[config.mk]
export PLATFORM = sky130hd
export DESIGN_NAME = capture_ctrl
export DESIGN_NICKNAME = d
export VERILOG_FILES = /design/src/core/edge_sync.v /design/src/core/capture_ctrl.v
export VERILOG_INCLUDE_DIRS = /design/src /design/src/core
export SDC_FILE = /design/constraint.sdc
export NUM_CORES = 1
export LEC_CHECK = 0
export ABC_AREA = 1
export BUFFER_PORTS_ARGS = -buffer_cell sky130_fd_sc_hd__buf_2
export CORE_MARGIN = 5
export CORE_UTILIZATION = 45
export DETAILED_ROUTE_END_ITERATION = 7
export GPL_TIMING_DRIVEN = 0
export SYNTH_ARGS = -nofsm -noshare
export SYNTH_HDL_FRONTEND = slang
export SYNTH_SLANG_ARGS = --single-unit
[constraint.sdc]
create_clock -name mclk -period 4.4 [get_ports mclk]
set_input_delay 1.32 -clock mclk [delete_from_list [all_inputs] [get_ports mclk]]
set_output_delay 1.32 -clock mclk [all_outputs]
set_load 0.01 [all_outputs]
[src/core/capture_regs.vh]
`ifndef CAPTURE_REGS_VH
`define CAPTURE_REGS_VH

`define ADDR_W 6
`define REG_CTRL 6'h00
`define REG_CLKSEL 6'h04
`define REG_RECLEN 6'h08
`define REG_STATUS 6'h0c
`define REG_COUNT 6'h10
`define REG_IRQ_STAT 6'h14
`define REG_IRQ_MASK 6'h18
`define REG_SAMPINT 6'h1c
`define REG_TDELAY 6'h20
`define REG_DELAYCNT 6'h24
`define REG_MEMIDX 6'h28
`define REG_MEMDATA 6'h2c

`define CTRL_ARM 0
`define CTRL_HALT 1
`define CTRL_COMBINE 2

`define CLKSEL_W 3
`define CLKSEL_START_STOP 3'h4
`define CLKSEL_RESET 3'h0

`define ST_READY 0
`define ST_RUNNING 1
`define ST_FLUSHING 2
`define ST_DONE 3
`define ST_LEN_REACHED 4
`define ST_COMBINE 5

`define IRQ_W 4
`define IRQ_DONE 0
`define IRQ_LEN 1
`define IRQ_GAP 2
`define IRQ_OVERFLOW 3

`define CLK_PERIOD_NS 100
`define GAP_NS 100
`define GAP_CYC ((`GAP_NS + `CLK_PERIOD_NS - 1) / `CLK_PERIOD_NS)
`define FLUSH_EDGES 320

`endif

[src/core/edge_sync.v]
`timescale 1ns/100ps
`default_nettype none
// Two-flop synchroniser with a third stage for edge detection
module edge_sync (
   input wire mclk,
   input wire nrst,
   input wire pin,
   output wire level,
   output wire rise,
   output wire fall
);
   reg meta;
   reg sync;
   reg last;

   always @(posedge mclk or negedge nrst) begin
      if (!nrst) begin
         meta <= 1'b0;
         sync <= 1'b0;
         last <= 1'b0;
      end else begin
         meta <= pin;
         sync <= meta;
         last <= sync;
      end
   end

   assign level = sync;
   assign rise = sync & ~last;
   assign fall = ~sync & last;
endmodule
`default_nettype wire

[src/core/capture_ctrl.v]
`timescale 1ns/100ps
`default_nettype none
`include "capture_regs.vh"
module capture_ctrl #(
   parameter SAMPLE_W = 8,
   parameter CONV_PER_EDGE = 1,
   parameter DEPTH = 64,
   parameter IDX_W = 6,
   parameter LEN_W = 16,
   parameter FLUSH_EDGES = `FLUSH_EDGES,
   parameter GAP_CYC = `GAP_CYC
) (
   input wire mclk,
   input wire nrst,
   input wire [`ADDR_W-1:0] addr,
   input wire [31:0] wdata,
   input wire wr,
   input wire rd,
   output reg [31:0] rdata,
   input wire ext_clk,
   input wire [SAMPLE_W*CONV_PER_EDGE-1:0] sample_in,
   input wire trig_in,
   output wire irq
);
   // Several converter lanes per edge share one memory word
   localparam WORD_W = SAMPLE_W * CONV_PER_EDGE;

   localparam S_IDLE = 3'd0;
   localparam S_READY = 3'd1;
   localparam S_RUN = 3'd2;
   localparam S_FLUSH = 3'd3;
   localparam S_DONE = 3'd4;

   // Threshold comparator output: one sample per rising crossing
   // The pin is asynchronous, so nothing decodes it before two flops
   wire clk_level;
   wire clk_rise;
   wire clk_fall;
   edge_sync u_clk_sync (
      .mclk(mclk),
      .nrst(nrst),
      .pin(ext_clk),
      .level(clk_level),
      .rise(clk_rise),
      .fall(clk_fall)
   );

   // Data delayed to line up with the synchronised clock edge
   reg [WORD_W-1:0] data_meta;
   reg [WORD_W-1:0] data_sync;

   reg [2:0] state;
   reg [2:0] next_state;
   reg [`CLKSEL_W-1:0] clock_source_select;
   reg [LEN_W-1:0] record_length_config;
   reg combine_req;
   reg [31:0] sample_interval_setting;
   reg [31:0] trigger_delay_time;
   reg [31:0] delay_sample_count;
   reg [LEN_W-1:0] sample_count;
   reg [15:0] flush_count;
   reg [IDX_W-1:0] mem_idx;
   reg [`IRQ_W-1:0] irq_stat;
   reg [`IRQ_W-1:0] irq_mask;
   reg len_reached;
   reg gap_pending;
   reg [7:0] idle_cycles;
   reg [WORD_W-1:0] mem [0:DEPTH-1];

   wire start_stop = (clock_source_select == `CLKSEL_START_STOP);
   wire wr_ctrl = wr && (addr == `REG_CTRL);
   wire arm_cmd = wr_ctrl && wdata[`CTRL_ARM] && start_stop;
   wire halt_cmd = wr_ctrl && wdata[`CTRL_HALT];
   wire capturing = (state == S_RUN) || (state == S_FLUSH);
   // Edges in READY begin the record; triggers play no part at all
   wire take = clk_rise && (capturing || state == S_READY);
   wire room = (sample_count < DEPTH[LEN_W-1:0]);
   wire store = take && room;
   wire hit_len = take && (sample_count + 1'b1 >= record_length_config);
   wire flush_end = (state == S_FLUSH) && clk_rise
                    && (flush_count + 1'b1 >= FLUSH_EDGES[15:0]);
   // Gap is measured in system clocks, so it resolves no finer than one period
   wire gap_long = (idle_cycles > GAP_CYC[7:0]);

   reg [`IRQ_W-1:0] irq_event;

   function [31:0] pad_word;
      input [WORD_W-1:0] w;
      begin
         pad_word = 32'h0000_0000;
         pad_word[WORD_W-1:0] = w;
      end
   endfunction

   function [31:0] pad_len;
      input [LEN_W-1:0] v;
      begin
         pad_len = 32'h0000_0000;
         pad_len[LEN_W-1:0] = v;
      end
   endfunction

   always @(posedge mclk or negedge nrst) begin
      if (!nrst) begin
         data_meta <= {WORD_W{1'b0}};
         data_sync <= {WORD_W{1'b0}};
      end else begin
         data_meta <= sample_in;
         data_sync <= data_meta;
      end
   end

   always @* begin
      next_state = state;
      case (state)
         S_IDLE: begin
            if (arm_cmd) begin
               next_state = S_READY;
            end
         end
         S_READY: begin
            if (halt_cmd) begin
               next_state = S_DONE;
            end else if (take) begin
               next_state = hit_len ? S_FLUSH : S_RUN;
            end
         end
         S_RUN: begin
            if (halt_cmd) begin
               next_state = S_DONE;
            end else if (hit_len) begin
               next_state = S_FLUSH;
            end
         end
         S_FLUSH: begin
            if (halt_cmd || flush_end) begin
               next_state = S_DONE;
            end
         end
         S_DONE: begin
            if (arm_cmd) begin
               next_state = S_READY;
            end
         end
         default: begin
            next_state = S_IDLE;
         end
      endcase
      // Leaving start/stop mode returns to idle; the mode cannot be left while a record is in progress
      if (!start_stop) begin
         next_state = S_IDLE;
      end
   end

   always @(posedge mclk or negedge nrst) begin
      if (!nrst) begin
         state <= S_IDLE;
      end else begin
         state <= next_state;
      end
   end

   // Counter restarts on arm; it keeps running past the length so surplus edges are seen
   always @(posedge mclk or negedge nrst) begin
      if (!nrst) begin
         sample_count <= {LEN_W{1'b0}};
         flush_count <= 16'h0000;
         len_reached <= 1'b0;
      end else if (arm_cmd) begin
         sample_count <= {LEN_W{1'b0}};
         flush_count <= 16'h0000;
         len_reached <= 1'b0;
      end else if (take && next_state != S_DONE) begin
         if (room) begin
            sample_count <= sample_count + 1'b1;
         end
         if (state == S_FLUSH) begin
            flush_count <= flush_count + 1'b1;
         end
         if (hit_len) begin
            len_reached <= 1'b1;
         end
      end
   end

   // Linear fill: the index is the sample count, so surplus words land after the record
   always @(posedge mclk) begin
      if (store && next_state != S_DONE) begin
         mem[sample_count[IDX_W-1:0]] <= data_sync;
      end
   end

   // Idle time of the link clock; a long pause marks the next sample suspect
   always @(posedge mclk or negedge nrst) begin
      if (!nrst) begin
         idle_cycles <= 8'h00;
         gap_pending <= 1'b0;
      end else begin
         if (clk_rise || clk_fall) begin
            idle_cycles <= 8'h00;
         end else if (idle_cycles != 8'hff) begin
            idle_cycles <= idle_cycles + 8'h01;
         end
         if (arm_cmd || take) begin
            gap_pending <= 1'b0;
         end else if (gap_long && capturing) begin
            gap_pending <= 1'b1;
         end
      end
   end

   always @* begin
      irq_event = {`IRQ_W{1'b0}};
      irq_event[`IRQ_DONE] = (state != S_DONE) && (next_state == S_DONE);
      irq_event[`IRQ_LEN] = hit_len && (state == S_RUN || state == S_READY);
      irq_event[`IRQ_GAP] = take && gap_pending;
      // Surplus beyond memory is expected while flushing, so only RUN flags overflow
      irq_event[`IRQ_OVERFLOW] = take && !room && (state == S_RUN);
   end

   // Set wins over a write-one clear in the same cycle
   always @(posedge mclk or negedge nrst) begin
      if (!nrst) begin
         irq_stat <= {`IRQ_W{1'b0}};
         irq_mask <= {`IRQ_W{1'b0}};
      end else begin
         if (wr && addr == `REG_IRQ_STAT) begin
            irq_stat <= (irq_stat & ~wdata[`IRQ_W-1:0]) | irq_event;
         end else begin
            irq_stat <= irq_stat | irq_event;
         end
         if (wr && addr == `REG_IRQ_MASK) begin
            irq_mask <= wdata[`IRQ_W-1:0];
         end
      end
   end

   assign irq = |(irq_stat & irq_mask);

   // Configuration writes; capture settings lock while a record is in progress
   always @(posedge mclk or negedge nrst) begin
      if (!nrst) begin
         clock_source_select <= `CLKSEL_RESET;
         record_length_config <= {LEN_W{1'b0}};
         combine_req <= 1'b0;
         sample_interval_setting <= 32'h0000_0000;
         trigger_delay_time <= 32'h0000_0000;
         delay_sample_count <= 32'h0000_0000;
         mem_idx <= {IDX_W{1'b0}};
      end else if (wr) begin
         case (addr)
            `REG_CTRL: begin
               // Interleaving cannot be enabled in start/stop mode
               combine_req <= wdata[`CTRL_COMBINE] && !start_stop;
            end
            `REG_CLKSEL: begin
               if (!capturing) begin
                  clock_source_select <= wdata[`CLKSEL_W-1:0];
                  if (wdata[`CLKSEL_W-1:0] == `CLKSEL_START_STOP) begin
                     combine_req <= 1'b0;
                  end
               end
            end
            `REG_RECLEN: begin
               if (!capturing) begin
                  record_length_config <= wdata[LEN_W-1:0];
               end
            end
            // Held for other clock modes only; only the register read-back here uses them
            `REG_SAMPINT: begin
               sample_interval_setting <= wdata;
            end
            `REG_TDELAY: begin
               trigger_delay_time <= wdata;
            end
            `REG_DELAYCNT: begin
               delay_sample_count <= wdata;
            end
            `REG_MEMIDX: begin
               mem_idx <= wdata[IDX_W-1:0];
            end
            default: begin
               mem_idx <= mem_idx;
            end
         endcase
      end
   end

   // Read data stands for exactly one cycle after the strobe
   always @(posedge mclk or negedge nrst) begin
      if (!nrst) begin
         rdata <= 32'h0000_0000;
      end else if (rd) begin
         case (addr)
            `REG_CTRL: begin
               rdata <= {29'h0, combine_req, 2'b00};
            end
            `REG_CLKSEL: begin
               rdata <= {29'h0, clock_source_select};
            end
            `REG_RECLEN: begin
               rdata <= pad_len(record_length_config);
            end
            `REG_STATUS: begin
               rdata <= {26'h0, combine_req, len_reached, state == S_DONE, state == S_FLUSH,
                         state == S_RUN, state == S_READY};
            end
            `REG_COUNT: begin
               rdata <= pad_len(sample_count);
            end
            `REG_IRQ_STAT: begin
               rdata <= {28'h0, irq_stat};
            end
            `REG_IRQ_MASK: begin
               rdata <= {28'h0, irq_mask};
            end
            `REG_SAMPINT: begin
               rdata <= sample_interval_setting;
            end
            `REG_TDELAY: begin
               rdata <= trigger_delay_time;
            end
            `REG_DELAYCNT: begin
               rdata <= delay_sample_count;
            end
            `REG_MEMIDX: begin
               rdata <= {{(32-IDX_W){1'b0}}, mem_idx};
            end
            `REG_MEMDATA: begin
               rdata <= pad_word(mem[mem_idx]);
            end
            default: begin
               rdata <= 32'h0000_0000;
            end
         endcase
      end else begin
         rdata <= 32'h0000_0000;
      end
   end

   // The trigger pin has no effect in this mode
   // Only a sink for otherwise unread inputs; it drives nothing
   wire unused_ok = trig_in & clk_level;
endmodule
`default_nettype wire

* After elaboration in Yosys (flattened, before gate mapping)
Memories as Yosys holds them, arrays and structs flattened. Index checks and enable logic that the tools add are counted.
Operators by class: shift operators 0, bitwise logic cells 10, reductions and logical operators 49, muxes and demuxes 30, magnitude comparators 4, multipliers 0, div/mod/pow operators 0, equality and inequality tests 23, add/sub/neg operators 3
Operators by type and width (number):
- $pmux W32 S12 | 1
- $mux W16 | 6
- $add A16 B1 Y16 const B | 2
- $mux W32 | 1
- $eq A6 B5 Y1 const B | 4
- $eq A6 B6 Y1 const B | 4
- $mux W3 | 7
- $logic_and A1 B1 Y1 | 20
- $ge A16 B16 Y1 | 1
- $ge A16 B9 Y1 const B | 1
- $lt A16 B7 Y1 const B | 1
- $mux W8 | 2
- $reduce_and A2 Y1 | 7
- $reduce_bool A2 Y1 | 7
- $eq A3 B3 Y1 const B | 4
- $eq A6 B4 Y1 const B | 2
- $pmux W3 S4 | 1
- $mux W1 | 10
- $add A8 B1 Y8 const B | 1
- $and A4 B4 Y4 | 2
- $gt A8 B1 Y1 const B | 1
- $ne A8 B8 Y1 const B | 1
- $or A4 B4 Y4 | 2
- $eq A3 B2 Y1 const B | 2
- other kinds (17) | 29
Storage, ports and cells: input port bits 52, bits in read-only memories 0, latch bits 0, output and inout bits 33, register bits after elaboration 226, memories 1, bits in writable memories 512
Memories:
- mem | words 64, bits a word 8, rd ports 1, clocked after Yosys merged registers in 0, write ports 1, RTL line capture_ctrl.v:68 | reg [WORD_W-1:0] mem [0:DEPTH-1];

* Longest topological paths before layout
Gate-level depths: netlist of run 1.
depth in word-level cells 14, gate-level depth with buffers 21, mapped depth without buffers 20

* Modules after synthesis
From an unflattened synthesis of run 1, not the netlist that was laid out.
Unflattened totals: cells, all modules 2751, area, all modules 30704.4 µm²
By module, submodules not included:
- capture_ctrl | cells each 2744, area an instance 30614.4 µm², times used 1, seq. area each 20955.1 µm²
- edge_sync | cells each 7, area an instance 90.1 µm², times used 1, seq. area each 75.1 µm²

* Least setup slack after synthesis of run 1
OpenSTA, ideal clock, no wires.
kind input -> register, start point in addr[1], end point mem mem[17][0] in the netlist's numbering, enable pin, path slack 0.673 ns, path buffers 1, stages 12, data arrival time 3.343 ns, data required time 4.017 ns, cell sequence nor2_1 nand2_1 nor2_1 nand2_1 nor3_4 o22ai_1 inv_1 nand2_2 nand2_4 nand4_4 buf_6 nor3_1
On the way: word-level cells in the longest chain between the ends 11, elaborated cells on any way between the ends 16, those cells by class eq/ne: 1; mux: 8; reduce/logical: 7
Ends and longest elaborated chain:
- from (decl) | RTL line capture_ctrl.v:15 | input wire [`ADDR_W-1:0] addr,
- $logic_not A6 Y1 *
- $logic_and A1 B1 Y1 * | RTL line capture_ctrl.v:71 | wire wr_ctrl = wr && (addr == `REG_CTRL);
- $logic_and A1 B1 Y1, on equally long branches | RTL line capture_ctrl.v:72, capture_ctrl.v:73
- $logic_and A1 B1 Y1 or $logic_or A1 B1 Y1 (tied branches) | RTL line capture_ctrl.v:72, capture_ctrl.v:136
- $mux W3, on equally long branches | RTL line capture_ctrl.v:117, capture_ctrl.v:141, capture_ctrl.v:136
- $pmux W3 S4 * | RTL line capture_ctrl.v:115 | case (state)
- $mux W3 * | RTL line capture_ctrl.v:150 | if (!start_stop) begin
- $ne A3 B3 Y1 * | RTL line capture_ctrl.v:188 | if (store && next_state != S_DONE) begin
- $logic_and A1 B1 Y1 * | RTL line capture_ctrl.v:188
- $mux W1 * | RTL line capture_ctrl.v:188
- $mux W1 (implied by the code) * | RTL line capture_ctrl.v:189 | mem[sample_count[IDX_W-1:0]] <= data_sync;
- to (decl) | RTL line capture_ctrl.v:68
Mark *: on every way between the ends. The rest lies on a longest branch, timed or not.

* Worst setup path in the final report of run 1
start point in addr[4], end point mem mem[32][6] in the netlist's numbering, enable pin
Same word-level chain as after synthesis.

==> results.txt, run 1 <==
----------------------------------------------------
[Status]
  Outcome ... completed

[Global route]
  Global-route wire length before repair ... 162000 um
  Maximum number of pins on one net before global-route repair ... 94
  Via count of the first global-routing pass ... 23200
  Antenna violations before repair ... 3
  Aggregate global-route resource usage ... 30.3%
  Sum of overflow across all layers after global routing ... 0

[Placement]
  Placed Instance Area ... 33000 um2
  # port buffers ... 81
  Post-DP HPWL ... 79000 um
  Routability congestion estimate ... 1.02

[Clocking]
  Clk Latency, worst-skew pair ... 0.65 ns
  Maximum clock path buffer count ... 3
  TritonCTS clock tree ... built
  Number of hold buffers added after CTS ... 0
  Number of clock sinks ... 738
  Clock root buffer master ... sky130_fd_sc_hd__clkbuf_16
  Total clock buffers created by CTS ... 80
  Clock slew at the register clock pins of the worst setup and hold paths ... 0.06 ns
  Number of H-tree levels ... 3

[Logic synthesis]
  Fraction of synthesized cell area taken by the top area cell type ... 49.5%
  Number of library cell types mapped by synthesis ... 48
  Cell type contributing the most total cell area after synthesis ... sky130_fd_sc_hd__edfxtp_1
  Synth Flop Type ... sky130_fd_sc_hd__edfxtp_1
  FFs w/ async S/R, synth ... 30.6%
  Netlist Area Pre-Place ... 31000 um2
  Warnings from Yosys ... 0
  Number of register bits inferred by synthesis ... 738
  Top cells by area, synth ... sky130_fd_sc_hd__edfxtp_1 (50%), sky130_fd_sc_hd__dfrtp_1 (18%), sky130_fd_sc_hd__o21ai_0 (7.0%), sky130_fd_sc_hd__nand2_1 (4.9%), sky130_fd_sc_hd__nor2_1 (4.1%)
  Cell count after synthesis ... 2794
  Per-instance average area after synthesis ... 11.1 um2
  Sequential-to-total area share from yosys stat ... 67.8%
  Net count of the mapped netlist ... 2868
  Count of flip-flops with a built-in enable after synthesis ... 512

[Final layout]
  Final std cell area, no fill ... 35900 um2
  Multi-input combinational cell area ... 8910 um2
  Top library cells by usage in the layout, fill and taps aside ... sky130_fd_sc_hd__edfxtp_1 (512), sky130_fd_sc_hd__o21ai_0 (437), sky130_fd_sc_hd__nand2_1 (404)
  Storage cell area ... 21000 um2
  Final #Nets ... 3054
  Commonest non-fill, non-tap cell in the layout ... sky130_fd_sc_hd__edfxtp_1
  Number of inserted filler cells in the final layout ... 6061
  Fraction of layout instances using a drive strength above 1 ... 11.2%
  Core Util, Final ... 52.4%
  Area growth from synthesis to layout ... 15.6%

[Floorplanning]
  Placement row count ... 96
  # IOs ... 85
  Placeable core region ... 68500 um2
  Starting density of the core ... 45.3%
  Die Y ... 273 um
  Chip Width ... 273 um
  Area of the die ... 74300 um2

[STA]
  Rel. slew slack ... 3.17%
  Final-report setup violation count ... 0
  Setup repair after global routing missed its margin ... no
  Actual transition at the worst max-transition pin ... 1.45 ns
  Worst clock skew ... 0.0485 ns
  Clock period minus worst slack ... 4.27 ns
  Count of final hold-check violations ... 0
  Maximum achievable frequency ... 234 MHz
  Share of the clock period used by the worst path ... 97.0%
  Slew Viols, Final ... 0

[Setup path]
  Number of buffer and inverter instances along the worst setup path ... 4
  Critical path capture point type ... flop
  Family with the most delay on the worst path ... simple AND/OR/NAND/NOR gates
  WP data arrival ... 4.53 ns
  Critical Path Start Type ... input pin
  Highest cell delay on the worst timing path ... 0.76 ns
  Slowest cell on crit path ... sky130_fd_sc_hd__nor3_2
  Data required time at the worst endpoint ... 4.66 ns
  Critical Path, Cell by Cell ... buf_2 -> nor2_1 -> inv_1 -> nor2_1 -> nand2_1 -> nor3_4 -> o22ai_1 -> inv_1 -> nand2_2 -> nand2_4 -> nand4_4 -> buf_4 -> nor3_2
  Peak fanout along the critical path ... 10
  Start-to-end type of the worst setup path ... in -> reg

[Drt]
  Average vias per placed instance ... 6.15
  Post-detailed-route DRC marker count ... 0
  Number of vias in the routed layout ... 24200
  Final Routed Wirelength ... 115000 um
  DRT antenna net count ... 0
  TritonRoute pass-1 iters ... 8
  Detailed router's first-iteration violation count ... 3411
  Mean routed wirelength per cell ... 29.3 um

[Power and ir drop]
  Maximum ir drop on the vdd rail ... 0.359 mV
  Static Leak ... 13.7 nW
  Post-layout power ... 17.5 mW
  Total power divided by cell area ... 488 nW/um2

[Flow run]
  Max-cap violations ... 0

[Worst hold path]
  Class of the most critical hold timing path ... reg -> reg

----------------------------------------------------
## worst paths after layout
kind	from	endpoint	slack, ns	depth (start not counted)
min in group asynchronous	nrst	rdata[16]	0.63	1
max	addr[4]	mem[32][6]	0.13	13
max reg2reg	mem_idx[0]	rdata[6]	0.43	11
min	data_meta[1]	data_sync[1]	0.35	0
min reg2reg	data_meta[1]	data_sync[1]	0.35	0
max in group asynchronous	nrst	data_sync[2]	2.86	2
## layer usage
layer | track usage [%] | up-vias | part of all wire (%)
li1 | - | 10300 | -
met1 | 42.2 | 12100 | 39
met2 | 45.3 | 1522 | 44
met3 | 8.01 | 287 | 12
met4 | 12.8 | 2 | 4.8
met5 | 0 | - | 0.013
## power by group
part / internal (mW) / total [mW] / switching (mW) / leakage (nW)
Clock: 4.02 / 6.86 / 2.83 / 1.30
Combinational: 0.632 / 2.86 / 2.23 / 4.88
Sequential: 7.63 / 7.78 / 0.150 / 7.49
## metrics by stage
step	setup TNS, ns	setup slack (ns)	std cells	hold WS [ns]
floorplan	0	0.673	2794	0.331
CTS	-9.21	-0.291	3924	0.349
finish	0	0.131	3928	0.347
global route	0	0.000476	3927	0.360
global placement	-694.96	-1.86	3757	0.332
detailed placement	-218.73	-0.940	3778	0.335
## kinds of logic after synthesis
group | Yosys count | share of synthesized area (%)
AO/OA/AOI/OAI | 654 | 12.2
XOR/XNOR | 10 | 0.282
adder cells (fa/ha/maj) | 22 | 0.887
buffers and inverters | 357 | 4.47
flip-flops | 738 | 67.8
AND/OR/NAND/NOR | 1013 | 14.4
## cell usage after synthesis (35+ instances only)
master,n
sky130_fd_sc_hd__o21ai_0,437
sky130_fd_sc_hd__nor3_2,42
sky130_fd_sc_hd__edfxtp_1,512
sky130_fd_sc_hd__clkbuf_1,143
sky130_fd_sc_hd__nand3_1,163
sky130_fd_sc_hd__o22ai_1,35
sky130_fd_sc_hd__nor2_1,342
sky130_fd_sc_hd__a21oi_1,42
sky130_fd_sc_hd__nand2_1,404
sky130_fd_sc_hd__dfrtp_1,226
sky130_fd_sc_hd__inv_1,188
sky130_fd_sc_hd__o221ai_1,98
## state kept, by name (all words and copies together), names as in the netlist, 16 cells and up
register and count:
sample_count 16, mem 512, record_length_config 16, rdata 32
delay_sample_count 32, flush_count 16, sample_interval_setting 32, trigger_delay_time 32
## cell type report
class	instances	share of cell area, %
flip-flops and latches	738	58.6
multi-input cells	1699	24.8
clock buffers	106	6.16
well taps	882	3.08
repair buffers	104	2.12
inverters	196	2.05
plain buffers	161	1.81
clock inverters	40	1.28
diodes	2	0.0139
## repair_timing
action | in CTS | in global routing
setup endpoints to repair | 52 | 249
resized for setup | 1 | 40
setup buffers | 0 | 2
Power figures use the tool's default switching activity.
==> run 2, diff against run 1 <==
SYNTH_HIERARCHICAL = 1   (was not set)
==> results.txt, run 2 <==
----------------------------------------------------
[Status]
  Outcome ... finished with violations
  Violated checks ... setup timing

[Drt]
  Uppermost signal routing layer after detailed routing ... met5
  Detailed router's first-iteration violation count ... 3452 (+1.2%)
  Met1 WL ... 44300 um (-1.9%)
  Average vias per placed instance ... 6.14 (-0.25%)
  Mean routed wirelength per cell ... 29.9 um (+2.0%)
  Post-detailed-route DRC marker count ... 0 (unchanged)
  Number of vias in the routed layout ... 23700 (-1.8%)
  DRT antenna net count ... 0 (unchanged)
  DR WL met2 ... 51700 um (+2.2%)
  TritonRoute pass-1 iters ... 6 (-2)
  Total met3 wirelength after detailed routing ... 13100 um (-5.0%)
  Final Routed Wirelength ... 116000 um (+0.44%)

[STA]
  Setup repair after global routing missed its margin ... yes
  Final-report setup violation count ... 1 (+1)
  Least setup slack across all paths after layout ... -0.0390 ns (-0.170 ns)
  Actual transition at the worst max-transition pin ... 1.43 ns (-0.0205 ns)
  Clock period minus worst slack ... 4.44 ns (+0.170 ns)
  Share of the clock period used by the worst path ... 101% (+3.9 points)
  Maximum achievable frequency ... 225 MHz (-3.8%)
  Slew Viols, Final ... 0 (unchanged)
  Final Hold Slack ... 0.343 ns (-0.00342 ns)
  Rel. slew slack ... 4.53% (+1.4 points)
  Setup total negative slack ... -0.0390 ns (-0.0390 ns)
  Worst clock skew ... 0.0339 ns (-0.0146 ns)
  Count of final hold-check violations ... 0 (unchanged)

[Worst hold path]
  Class of the most critical hold timing path ... reg -> reg

[Clocking]
  Number of hold buffers added after CTS ... 0 (unchanged)
  Number of clock sinks ... 738 (unchanged)
  Clk Latency, worst-skew pair ... 0.65 ns (about the same)
  Maximum clock path buffer count ... 3 (unchanged)
  Number of H-tree levels ... 3 (unchanged)
  Clock root buffer master ... sky130_fd_sc_hd__clkbuf_16
  TritonCTS clock tree ... built
  Clock slew at the register clock pins of the worst setup and hold paths ... 0.06 ns (about the same)
  Total clock buffers created by CTS ... 81 (+1.3%)

[Logic synthesis]
  Cell type contributing the most total cell area after synthesis ... sky130_fd_sc_hd__edfxtp_1
  Per-instance average area after synthesis ... 11.2 um2 (+0.48%)
  Net count of the mapped netlist ... 2824 (-1.5%)
  Sequential-to-total area share from yosys stat ... 68.5% (+0.73 points)
  FFs w/ async S/R, synth ... 30.6% (unchanged)
  Library cell with the highest instance count after synthesis ... sky130_fd_sc_hd__edfxtp_1
  Cell count after synthesis ... 2751 (-1.5%)
  Top cells by area, synth ... sky130_fd_sc_hd__edfxtp_1 (50%), sky130_fd_sc_hd__dfrtp_1 (18%), sky130_fd_sc_hd__o21ai_0 (7.0%), sky130_fd_sc_hd__nor2_1 (5.0%), sky130_fd_sc_hd__nand2_1 (4.7%)
  Warnings from Yosys ... 6 (+6)
  Number of register bits inferred by synthesis ... 738 (unchanged)
  Most common library cells after synthesis ... sky130_fd_sc_hd__edfxtp_1 (512), sky130_fd_sc_hd__o21ai_0 (431), sky130_fd_sc_hd__nor2_1 (409)
  Count of flip-flops with a built-in enable after synthesis ... 512 (unchanged)
  Fraction of synthesized cell area taken by the top area cell type ... 50.1% (+0.53 points)
  Number of library cell types mapped by synthesis ... 45 (-6.3%)
  Netlist Area Pre-Place ... 30700 um2 (-1.1%)
  Synth Flop Type ... sky130_fd_sc_hd__edfxtp_1

[Floorplanning]
  Placement row count ... 95 (-1.0%)
  Placeable core region ... 67400 um2 (-1.6%)
  Starting density of the core ... 45.6% (+0.23 points)
  Die Y ... 271 um (-0.52%)
  # IOs ... 85 (unchanged)
  Chip Width ... 271 um (-0.52%)
  Area of the die ... 73600 um2 (-1.0%)

[Final layout]
  Storage cell area ... 21000 um2 (about the same)
  Area growth from synthesis to layout ... 15.3%
  Final non-filler cell total ... 3868 (-1.5%)
  Multi-input combinational cell area ... 8580 um2 (-3.7%)
  Number of inserted filler cells in the final layout ... 5944 (-1.9%)
  Fraction of layout instances using a drive strength above 1 ... 11.0% (-0.21 points)
  Top library cells by usage in the layout, fill and taps aside ... sky130_fd_sc_hd__edfxtp_1 (512), sky130_fd_sc_hd__o21ai_0 (430), sky130_fd_sc_hd__nand2_1 (385)
  Commonest non-fill, non-tap cell in the layout ... sky130_fd_sc_hd__edfxtp_1
  Core Util, Final ... 52.5% (+0.12 points)
  Number of flip-flops under the largest register name ... 512 (unchanged)
  Final #Nets ... 2998 (-1.8%)
  Final std cell area, no fill ... 35400 um2 (-1.3%)

[Placement]
  Routability congestion estimate ... 0.967 (-5.5%)
  # port buffers ... 81 (unchanged)
  Post-DP HPWL ... 76100 um (-3.6%)
  Worst slack at placement ... -0.976 ns (-0.0359 ns)
  Placed cell count ... 3715 (-1.7%)
  Placed Instance Area ... 32400 um2 (-1.6%)

[Setup path]
  Peak fanout along the critical path ... 10 (unchanged)
  Critical path capture point type ... flop
  Data required time at the worst endpoint ... 4.91 ns (+0.25 ns)
  Start-to-end type of the worst setup path ... reg -> reg
  R2r setup slk ... -0.04 ns (-0.47 ns)
  Critical Path Start Type ... flop
  WP data arrival ... 4.95 ns (+0.42 ns)

[Flow run]
  Max-cap violations ... 0 (unchanged)

[Global route]
  Aggregate global-route resource usage ... 30.7% (+0.37 points)
  Sum of overflow across all layers after global routing ... 0 (unchanged)
  Maximum number of pins on one net before global-route repair ... 96 (+2.1%)
  Antenna violations before repair ... 4 (+1)
  Global-route wire length before repair ... 164000 um (+0.92%)
  Via count of the first global-routing pass ... 23100 (-0.64%)

[Power and ir drop]
  Post-layout power ... 17.1 mW (-2.4%)
  Total power divided by cell area ... 482 nW/um2 (-1.1%)
  Static Leak ... 13.5 nW (-1.6%)
  Maximum ir drop on the vdd rail ... 0.327 mV (-9.1%)

----------------------------------------------------
run 2: where the power goes:
| group | leakage, nW | internal [mW] | total, mW | switching, mW |
|---|---|---|---|---|
| Sequential | 7.49 | 7.63 | 7.76 | 0.136 |
| Combinational | 4.62 | 0.472 | 2.17 | 1.70 |
| Clock | 1.35 | 4.25 | 7.14 | 2.89 |
run 2: cell type report:
class                   count  area share (%)
clock inverters            41            1.50
clock buffers             109            6.34
multi-input cells        1679            24.2
well taps                 873            3.09
plain buffers             151            1.65
flip-flops and latches    738            59.4
inverters                 182            1.94
diodes                      3          0.0212
repair buffers             92            1.80
run 2: kinds of logic (layout without fill, tap and decap cells):
family	Yosys count	count (layout)	share of synthesized area [%]
simple gates	999	999	13.7
flops	738	738	68.5
compound gates	647	647	12.4
buf+inv	334	575	4.14
fa+ha+maj	21	21	0.856
xor+xnor	12	12	0.342
other cells	0	3	0
run 2: timing repair:
item,4_1_cts,5_1_grt
setup endpoints to repair,106,389
setup buffers,0,1
resized for setup,9,55
run 2: worst paths after layout:
check	startpoint	to	depth (start not counted)
max in group asynchronous	nrst	data_sync[5]	2
hold / removal	data_meta[1]	data_sync[1]	0
min in group asynchronous	nrst	delay_sample_count[19]	1
setup / recovery	mem_idx[0]	rdata[6]	11
setup reg to reg	mem_idx[0]	rdata[6]	11
hold reg to reg	data_meta[1]	data_sync[1]	0
run 2: worst max-delay path: stages (launching register included):
cell and delay (ns):
sky130_fd_sc_hd__dfrtp_1 0.51, sky130_fd_sc_hd__buf_2 0.25, sky130_fd_sc_hd__clkbuf_1 0.70, sky130_fd_sc_hd__clkbuf_1 1.11, sky130_fd_sc_hd__nor2_1 0.12, sky130_fd_sc_hd__o221ai_1 0.43, sky130_fd_sc_hd__nand3_1 0.22, sky130_fd_sc_hd__nand3_1 0.14
sky130_fd_sc_hd__nand3_1 0.16, sky130_fd_sc_hd__nand2_1 0.25, sky130_fd_sc_hd__nand2_1 0.13, sky130_fd_sc_hd__a31oi_1 0.28
run 2: metal layers:
layer / up-vias / GRT usage (%)
met5: - / 0
met4: 2 / 14.5
met3: 344 / 7.68
met2: 1557 / 47.3
met1: 11700 / 41.2
li1: 10100 / -
